$ cat src/hdl/branch_bit_consts.vh
`ifndef BRANCH_BIT_CONSTS_VH
`define BRANCH_BIT_CONSTS_VH

// ----------------------------------------------------------------
// Opcode low nibble groups
// ----------------------------------------------------------------
`define LO_CALL 4'h1
`define LO_JUMP 4'h9
`define LO_BTST 4'h3
`define LO_BMAN 4'hB
`define LO_CTRL 4'hD

// ----------------------------------------------------------------
// Control opcodes (high nibble with low nibble D)
// ----------------------------------------------------------------
`define HI_INT_EXIT 4'h4
`define HI_STOP 4'h6
`define HI_SUB_EXIT 4'hC
`define HI_WAIT 4'hE
`define HI_NOP 4'h0

// ----------------------------------------------------------------
// Short branch test kinds (opcode bits 2:1)
// ----------------------------------------------------------------
`define TEST_ZERO_CLR 2'h0
`define TEST_CARRY_CLR 2'h1
`define TEST_ZERO_SET 2'h2
`define TEST_CARRY_SET 2'h3

// ----------------------------------------------------------------
// Instruction cycle counts
// ----------------------------------------------------------------
`define CYC_SHORT 3'h2
`define CYC_BTST 3'h5
`define CYC_BMAN 3'h4
`define CYC_LONG 3'h4
`define CYC_CTRL 3'h2

`endif

$ cat src/hdl/bit_select.v
`timescale 1ns/1ps
// Maps the three upper high-nibble bits to a bit number (0,4,2,6,1,5,3,7)
// and gives the selected bit of a data byte plus its set/clear result.
module bit_select (
    // Selection
    input wire [2:0] field_i,
    input wire polarity_i,
    // Data
    input wire [7:0] data_i,
    output wire bit_o,
    output wire [7:0] modified_o
);
    wire [2:0] bit_num;
    wire [7:0] mask;

    // Field bits are stored reversed in the opcode
    assign bit_num = {field_i[0], field_i[1], field_i[2]};
    assign mask = 8'h01 << bit_num;
    assign bit_o = data_i[bit_num];
    assign modified_o = polarity_i ? (data_i | mask) : (data_i & ~mask);

endmodule // bit_select

$ cat src/hdl/branch_bit_control_decoder.v
`timescale 1ns/1ps
`include "branch_bit_consts.vh"
module branch_bit_control_decoder #(
    parameter PC_W = 12
) (
    // Clock and reset
    input wire sys_clk_i,
    input wire reset_i,
    // Options and flags
    input wire watchdog_opt_i,
    input wire carry_i,
    input wire zero_i,
    // Program memory
    input wire [7:0] prog_data_i,
    input wire prog_valid_i,
    output wire [PC_W-1:0] prog_addr_o,
    output wire prog_req_o,
    // Data space
    output reg [7:0] data_addr_o,
    output reg data_rd_o,
    input wire [7:0] data_rdata_i,
    output reg data_wr_o,
    output reg [7:0] data_wdata_o,
    // Flag updates and control events
    output reg carry_we_o,
    output reg carry_o,
    output reg call_push_o,
    output reg [PC_W-1:0] return_addr_o,
    output reg sub_exit_o,
    output reg int_exit_o,
    output reg stop_o,
    output reg wait_o,
    output reg instr_done_o,
    // Return address from stack
    input wire [PC_W-1:0] stack_top_i
);

    // ----------------------------------------------------------------
    // States
    // ----------------------------------------------------------------
    localparam [2:0] ST_FETCH = 3'h0;
    localparam [2:0] ST_OPER1 = 3'h1;
    localparam [2:0] ST_OPER2 = 3'h2;
    localparam [2:0] ST_DATA = 3'h3;
    localparam [2:0] ST_EXEC = 3'h4;
    localparam [2:0] ST_PAD = 3'h5;

    reg [2:0] state_reg, state_next;
    reg [PC_W-1:0] pc_reg, pc_next;
    reg [PC_W-1:0] ipc_reg, ipc_next;
    reg [7:0] opcode_reg, opcode_next;
    reg [7:0] oper1_reg, oper1_next;
    reg [7:0] oper2_reg, oper2_next;
    reg [7:0] rdata_reg, rdata_next;
    reg [2:0] cyc_reg, cyc_next;
    reg [2:0] len_reg, len_next;

    wire [3:0] lo = opcode_reg[3:0];
    wire [3:0] hi = opcode_reg[7:4];
    wire tested_bit;
    wire [7:0] modified_byte;

    // ----------------------------------------------------------------
    // Functions
    // ----------------------------------------------------------------
    // Low nibble with bit 0 clear marks a short relative branch
    function is_short;
        input [3:0] low;
        begin
            is_short = ~low[0];
        end
    endfunction

    // Condition test for short branches on bits 2:1 of the low nibble
    function short_cond;
        input [1:0] kind;
        input c;
        input z;
        begin
            case (kind)
                `TEST_ZERO_CLR: short_cond = ~z;
                `TEST_CARRY_CLR: short_cond = ~c;
                `TEST_ZERO_SET: short_cond = z;
                `TEST_CARRY_SET: short_cond = c;
                default: short_cond = 1'b0;
            endcase
        end
    endfunction

    function [2:0] instr_len;
        input [3:0] low;
        begin
            case (low)
                `LO_BTST: instr_len = 3'h3;
                `LO_BMAN, `LO_CALL, `LO_JUMP: instr_len = 3'h2;
                default: instr_len = 3'h1;
            endcase
        end
    endfunction

    bit_select u_bit_select (
        .field_i(hi[3:1]),
        .polarity_i(hi[0]),
        .data_i(rdata_reg),
        .bit_o(tested_bit),
        .modified_o(modified_byte)
    );

    assign prog_addr_o = pc_reg;
    assign prog_req_o = (state_reg == ST_FETCH) || (state_reg == ST_OPER1)
        || (state_reg == ST_OPER2);

    // Short span: 5-bit unsigned, magnitude opcode bits 7:4 plus one; direction taken from opcode bit 3.
    // Opcode bits 7:4 hold the span, bit 3 direction, giving -15..+16 with the +1 bias.
    wire [4:0] short_span = {1'b0, opcode_reg[7:4]} + 5'h01;
    wire [PC_W-1:0] short_target = opcode_reg[3] ?
        (ipc_reg - {{(PC_W-5){1'b0}}, short_span} + {{(PC_W-1){1'b0}}, 1'b1}) :
        (ipc_reg + {{(PC_W-5){1'b0}}, short_span});
    // Third byte is signed and counted from two past the opcode, giving -126..+129
    wire [PC_W-1:0] btst_target = ipc_reg + {{(PC_W-2){1'b0}}, 2'h2}
        + {{(PC_W-8){oper2_reg[7]}}, oper2_reg};
    wire [PC_W-1:0] long_target = {opcode_reg[7:4], oper1_reg};

    // ----------------------------------------------------------------
    // Sequencer
    // ----------------------------------------------------------------
    always @* begin
        state_next = state_reg;
        pc_next = pc_reg;
        ipc_next = ipc_reg;
        opcode_next = opcode_reg;
        oper1_next = oper1_reg;
        oper2_next = oper2_reg;
        rdata_next = rdata_reg;
        // Saturate so that long memory waits cannot wrap the count and pad again
        cyc_next = (cyc_reg == 3'h7) ? cyc_reg : cyc_reg + 3'h1;
        len_next = len_reg;
        case (state_reg)
            ST_FETCH: begin
                cyc_next = 3'h1;
                if (prog_valid_i) begin
                    opcode_next = prog_data_i;
                    ipc_next = pc_reg;
                    pc_next = pc_reg + {{(PC_W-1){1'b0}}, 1'b1};
                    len_next = instr_len(prog_data_i[3:0]);
                    state_next = (instr_len(prog_data_i[3:0]) == 3'h1) ? ST_EXEC : ST_OPER1;
                end else begin
                    cyc_next = 3'h0;
                end
            end
            ST_OPER1: begin
                if (prog_valid_i) begin
                    oper1_next = prog_data_i;
                    pc_next = pc_reg + {{(PC_W-1){1'b0}}, 1'b1};
                    if (len_reg == 3'h3)
                        state_next = ST_OPER2;
                    else if (lo == `LO_BMAN)
                        state_next = ST_DATA;
                    else
                        state_next = ST_EXEC;
                end
            end
            ST_OPER2: begin
                if (prog_valid_i) begin
                    oper2_next = prog_data_i;
                    pc_next = pc_reg + {{(PC_W-1){1'b0}}, 1'b1};
                    state_next = ST_DATA;
                end
            end
            ST_DATA: begin
                rdata_next = data_rdata_i;
                state_next = ST_EXEC;
            end
            ST_EXEC: begin
                if (is_short(lo)) begin
                    if (short_cond(lo[2:1], carry_i, zero_i))
                        pc_next = short_target;
                end else if (lo == `LO_BTST) begin
                    if (tested_bit == hi[0])
                        pc_next = btst_target;
                end else if (lo == `LO_CALL || lo == `LO_JUMP) begin
                    pc_next = long_target;
                end else if (lo == `LO_CTRL &&
                    (hi == `HI_SUB_EXIT || hi == `HI_INT_EXIT)) begin
                    pc_next = stack_top_i;
                end
                // Groups whose count is already spent skip the pad cycle
                if (cyc_reg >= target_cycles(lo) - 3'h1) begin
                    state_next = ST_FETCH;
                    cyc_next = 3'h0;
                end else begin
                    state_next = ST_PAD;
                end
            end
            ST_PAD: begin
                // Pad every instruction to its documented cycle count
                if (cyc_reg >= target_cycles(lo) - 3'h1) begin
                    state_next = ST_FETCH;
                    cyc_next = 3'h0;
                end
            end
            default: state_next = ST_FETCH;
        endcase
    end

    function [2:0] target_cycles;
        input [3:0] low;
        begin
            if (~low[0])
                target_cycles = `CYC_SHORT;
            else if (low == `LO_BTST)
                target_cycles = `CYC_BTST;
            else if (low == `LO_BMAN)
                target_cycles = `CYC_BMAN;
            else if (low == `LO_CALL || low == `LO_JUMP)
                target_cycles = `CYC_LONG;
            else
                target_cycles = `CYC_CTRL;
        end
    endfunction

    always @(posedge sys_clk_i) begin
        if (reset_i) begin
            state_reg <= ST_FETCH;
            pc_reg <= {PC_W{1'b0}};
            ipc_reg <= {PC_W{1'b0}};
            opcode_reg <= 8'h00;
            oper1_reg <= 8'h00;
            oper2_reg <= 8'h00;
            rdata_reg <= 8'h00;
            cyc_reg <= 3'h0;
            len_reg <= 3'h1;
        end else begin
            state_reg <= state_next;
            pc_reg <= pc_next;
            ipc_reg <= ipc_next;
            opcode_reg <= opcode_next;
            oper1_reg <= oper1_next;
            oper2_reg <= oper2_next;
            rdata_reg <= rdata_next;
            cyc_reg <= cyc_next;
            len_reg <= len_next;
        end
    end

    // ----------------------------------------------------------------
    // Registered side effects
    // ----------------------------------------------------------------
    // Flags are written only by bit-test branches; all other groups leave them
    always @(posedge sys_clk_i) begin
        if (reset_i) begin
            data_addr_o <= 8'h00;
            data_rd_o <= 1'b0;
            data_wr_o <= 1'b0;
            data_wdata_o <= 8'h00;
            carry_we_o <= 1'b0;
            carry_o <= 1'b0;
            call_push_o <= 1'b0;
            return_addr_o <= {PC_W{1'b0}};
            sub_exit_o <= 1'b0;
            int_exit_o <= 1'b0;
            stop_o <= 1'b0;
            wait_o <= 1'b0;
            instr_done_o <= 1'b0;
        end else begin
            data_rd_o <= (state_next == ST_DATA);
            data_wr_o <= 1'b0;
            carry_we_o <= 1'b0;
            call_push_o <= 1'b0;
            sub_exit_o <= 1'b0;
            int_exit_o <= 1'b0;
            stop_o <= 1'b0;
            wait_o <= 1'b0;
            instr_done_o <= ((state_reg == ST_PAD) || (state_reg == ST_EXEC))
                && (state_next == ST_FETCH);
            if (state_next == ST_DATA)
                data_addr_o <= (state_reg == ST_OPER1) ? prog_data_i : oper1_reg;
            if (state_reg == ST_EXEC) begin
                if (lo == `LO_BTST) begin
                    carry_we_o <= 1'b1;
                    carry_o <= tested_bit;
                end
                if (lo == `LO_BMAN) begin
                    data_wr_o <= 1'b1;
                    data_wdata_o <= modified_byte;
                end
                if (lo == `LO_CALL) begin
                    call_push_o <= 1'b1;
                    return_addr_o <= pc_reg;
                end
                if (lo == `LO_CTRL) begin
                    sub_exit_o <= (hi == `HI_SUB_EXIT);
                    int_exit_o <= (hi == `HI_INT_EXIT);
                    stop_o <= (hi == `HI_STOP) && !watchdog_opt_i;
                    wait_o <= (hi == `HI_WAIT)
                        || ((hi == `HI_STOP) && watchdog_opt_i);
                end
            end
        end
    end

endmodule // branch_bit_control_decoder

$ cat config.mk
export PLATFORM = sky130hd
export DESIGN_NAME = branch_bit_control_decoder
export DESIGN_NICKNAME = d
export VERILOG_FILES = /design/src/hdl/bit_select.v /design/src/hdl/branch_bit_control_decoder.v
export VERILOG_INCLUDE_DIRS = /design/src /design/src/hdl
export SDC_FILE = /design/constraint.sdc
export NUM_CORES = 1
export LEC_CHECK = 0
export BUFFER_PORTS_ARGS = -buffer_cell sky130_fd_sc_hd__buf_2
export CORE_ASPECT_RATIO = 1.75
export CORE_MARGIN = 1.5
export CORE_UTILIZATION = 38
export DETAILED_ROUTE_END_ITERATION = 6
export GPL_TIMING_DRIVEN = 0
export PLACE_DENSITY_LB_ADDON = 0.25
export SLEW_MARGIN = 20
export SYNTH_ARGS = -nofsm -noshare
export SYNTH_HDL_FRONTEND = slang
export SYNTH_SLANG_ARGS = --single-unit
$ cat constraint.sdc
create_clock -name sys_clk_i -period 5.8 [get_ports sys_clk_i]
set_input_delay 0.29 -clock sys_clk_i [delete_from_list [all_inputs] [get_ports sys_clk_i]]
set_output_delay 0.29 -clock sys_clk_i [all_outputs]
set_load 0.1 [all_outputs]
==> impl_metrics.ini <==
[drt]
postRouteAntennaNets = 0
routedWlPerCell_um = 19.3
drt_wl_total_um = 21700
drc = 2
vias = 6208
drtIter0Drc = 416
drt_first_pass_iters = 7
vias_per_cell = 5.51

[cts]
path_clk_slew_ns = 0.07
clkSinkCount = 102
postCtsResizedCells = 0
hold_buffers = 0
clock-root-buffer = clkbuf_16
cts_tree = done
worstSkewPairLatency_ns = 0.36
cts.htree.levels = 3
cts_max_path_buffers = 2
cts-buffers-inserted = 9
postCtsSetupRepairBufs = 0

[sta]
finalSetupViolCount = 0
max-slew-margin-rel_pct = 45.0
clock.fmax_mhz = 251
whs_ns = 0.107
finalCriticalPeriod_ns = 3.98
hold_viol_final = 0
tightest_slew_ns = 0.804
rsz0062_at_grt = false
finalCritPeriodShare_pct = 68.6
fin_skew_ns = 0.0114
tns_ns = 0
report.final.slew_viol_count = 0

[die]
die_area_mm2 = 0.0179
start_util_pct = 38.6
die_w_um = 102
io_pins = 85
rows = 63
fp.dieH_um = 176
core_area_mm2 = 0.0168

[synthesis]
syn_nets = 891
yosysUniqueCellTypes = 65
ys_seq_area_share_pct = 31.5
ys_warn_count = 0
ys.flop_type = dfxtp_1
synth_cells = 800
syn_area_mm2 = 0.00648
async_flop_share_pct = 0
synth_edf_count = 0
syn_area_per_cell_um2 = 8.10
synth_seq_cells = 102

[pwr]
p_per_area_mw_per_mm2 = 255
total_leakage_power_nw = 3.15
ir_drop_mv = 0.194
total_power_w = 0.00190

[flow_run]
drv_cap = 0

[placement]
port_buffers = 83
place.gp.congestion = 0.950
dp_hpwl_um = 17300

[setup_path]
path_class = flip-flop to flip-flop
end_kind = flip-flop
crit_fanout = 10
cp-endpoint = data_addr_o[7]
start_kind = flip-flop
required_ns = 6.07
critPathLaunch = opcode_reg[0]
reg2reg_depth = 13
r2r_start = opcode_reg[0]
cp.arrival_ns = 4.25
reg2reg_slack_ns = 1.82
r2r_end = data_addr_o[7]

[final_layout]
syn2layout_area_growth_pct = 15.3
mostFrequentLayoutCells = 103 x nand2_1, 102 x dfxtp_1, 92 x buf_2
drive_above_1_share_pct = 13.3
final_nets = 985
antennaDiodeCount = 0
final_common_cell = nand2_1
final_util_pct = 44.5

[global_route]
antenna_found_initial = 0
grt_usage_pct = 25.1
grt_pass1_vias = 6188
grt_pass1_wl_um = 33600
grt_max_degree = 20
grt-ovfl-total = 0

[min_path]
min_from = watchdog_opt_i
hold_class = input pin to flip-flop

[status]
failed_checks = DRC
status = complete, but fails checks
-- cells in the mapped netlist (all sizes together), types with 3 or more instances --
master	n	area (um^2)
dfxtp	102	2040
nor3	18	90.1
o22ai	7	43.8
xnor2	23	201
a31oi	8	50.1
fa	3	60.1
and2	5	31.3
a21o	10	75.1
xor2	7	68.8
nor2b	10	62.6
or2	4	25.0
nor2	74	285
ha	54	676
a221oi	3	26.3
inv	33	124
nand2	103	387
o221ai	5	50.0
o21a	4	30.0
clkbuf	31	116
and3	8	50.1
mux2i	50	513
a211oi	24	180
a2111oi	4	35.0
or4	3	22.5
nand4	5	31.3
nand2b	11	68.8
buf	15	86.3
o211ai	10	75.1
nand4b	4	35.0
a211o	3	26.3
o21bai	3	22.5
o21ai	28	140
nand3	26	130
a21oi	71	355
-- metal layers --
layer / global-route usage, % / vias to the layer above / routed length [um]
li1: - / 3028 / -
met1: 24.9 / 2943 / 7700
met2: 46.9 / 168 / 11700
met3: 2.71 / 69 / 692
met4: 17.9 / 0 / 1640
met5: 0 / - / 0
-- power breakdown --
group	switching (W)	internal, W
registers	0.0000423	0.000725
logic	0.000365	0.000168
clock network	0.000300	0.000301
-- per-stage QoR --
stage          cells  worst slack, ns  instance area (um^2)
6_report        1126             1.82                  7470
5_1_grt         1126             1.46                  7470
3_3_place_gp    1110             1.82                  7180
2_1_floorplan    800             2.69                  6480
4_1_cts         1126             1.78                  7470
3_5_place_dp    1110             1.82                  7180
-- final cells by class --
type / count / area [um^2]
fillers: 1728 / 9320
plain buffers: 46 / 203
repair buffers: 83 / 415
clock buffers: 9 / 225
multi-input cells: 618 / 4100
inverters: 34 / 128
clock inverters: 7 / 66.3
flip-flops and latches: 102 / 2040
well taps: 227 / 284
-- cell families after synthesis --
group                      after synthesis  synth area share, %
DFF                                    102                 31.5
AOI/OAI and AO/OA                      199                 19.7
xor gates and xnor gates                30                 4.17
adders and majority gates               57                 11.4
muxes                                   51                 8.10
and+or+nand+nor                        281                 20.0
buffers and inverters                   80                 5.10
-- worst min-delay path by stage --
stage                  to  slack (ns)  cells past startpoint
2_1_floorplan      stop_o        0.37                      1
3_3_place_gp   len_reg[1]        0.46                      2
3_5_place_dp   len_reg[1]        0.47                      2
4_1_cts            stop_o         0.1                      2
5_1_grt            stop_o        0.11                      2
6_report           stop_o        0.11                      2
-- critical path, stage by stage (launching register included) --
cell and delay [ns]:
dfxtp_1 0.44, nor4bb_1 0.28, buf_2 0.25, clkbuf_1 0.49, inv_1 0.11, ha_1 0.29
nand2b_1 0.14, a21o_1 0.17, a211oi_1 0.40, a211oi_1 0.16, nor2_1 0.56, buf_2 0.34
nor2_1 0.06, a211oi_1 0.20
Note: power is estimated with default switching activity, not from simulation.
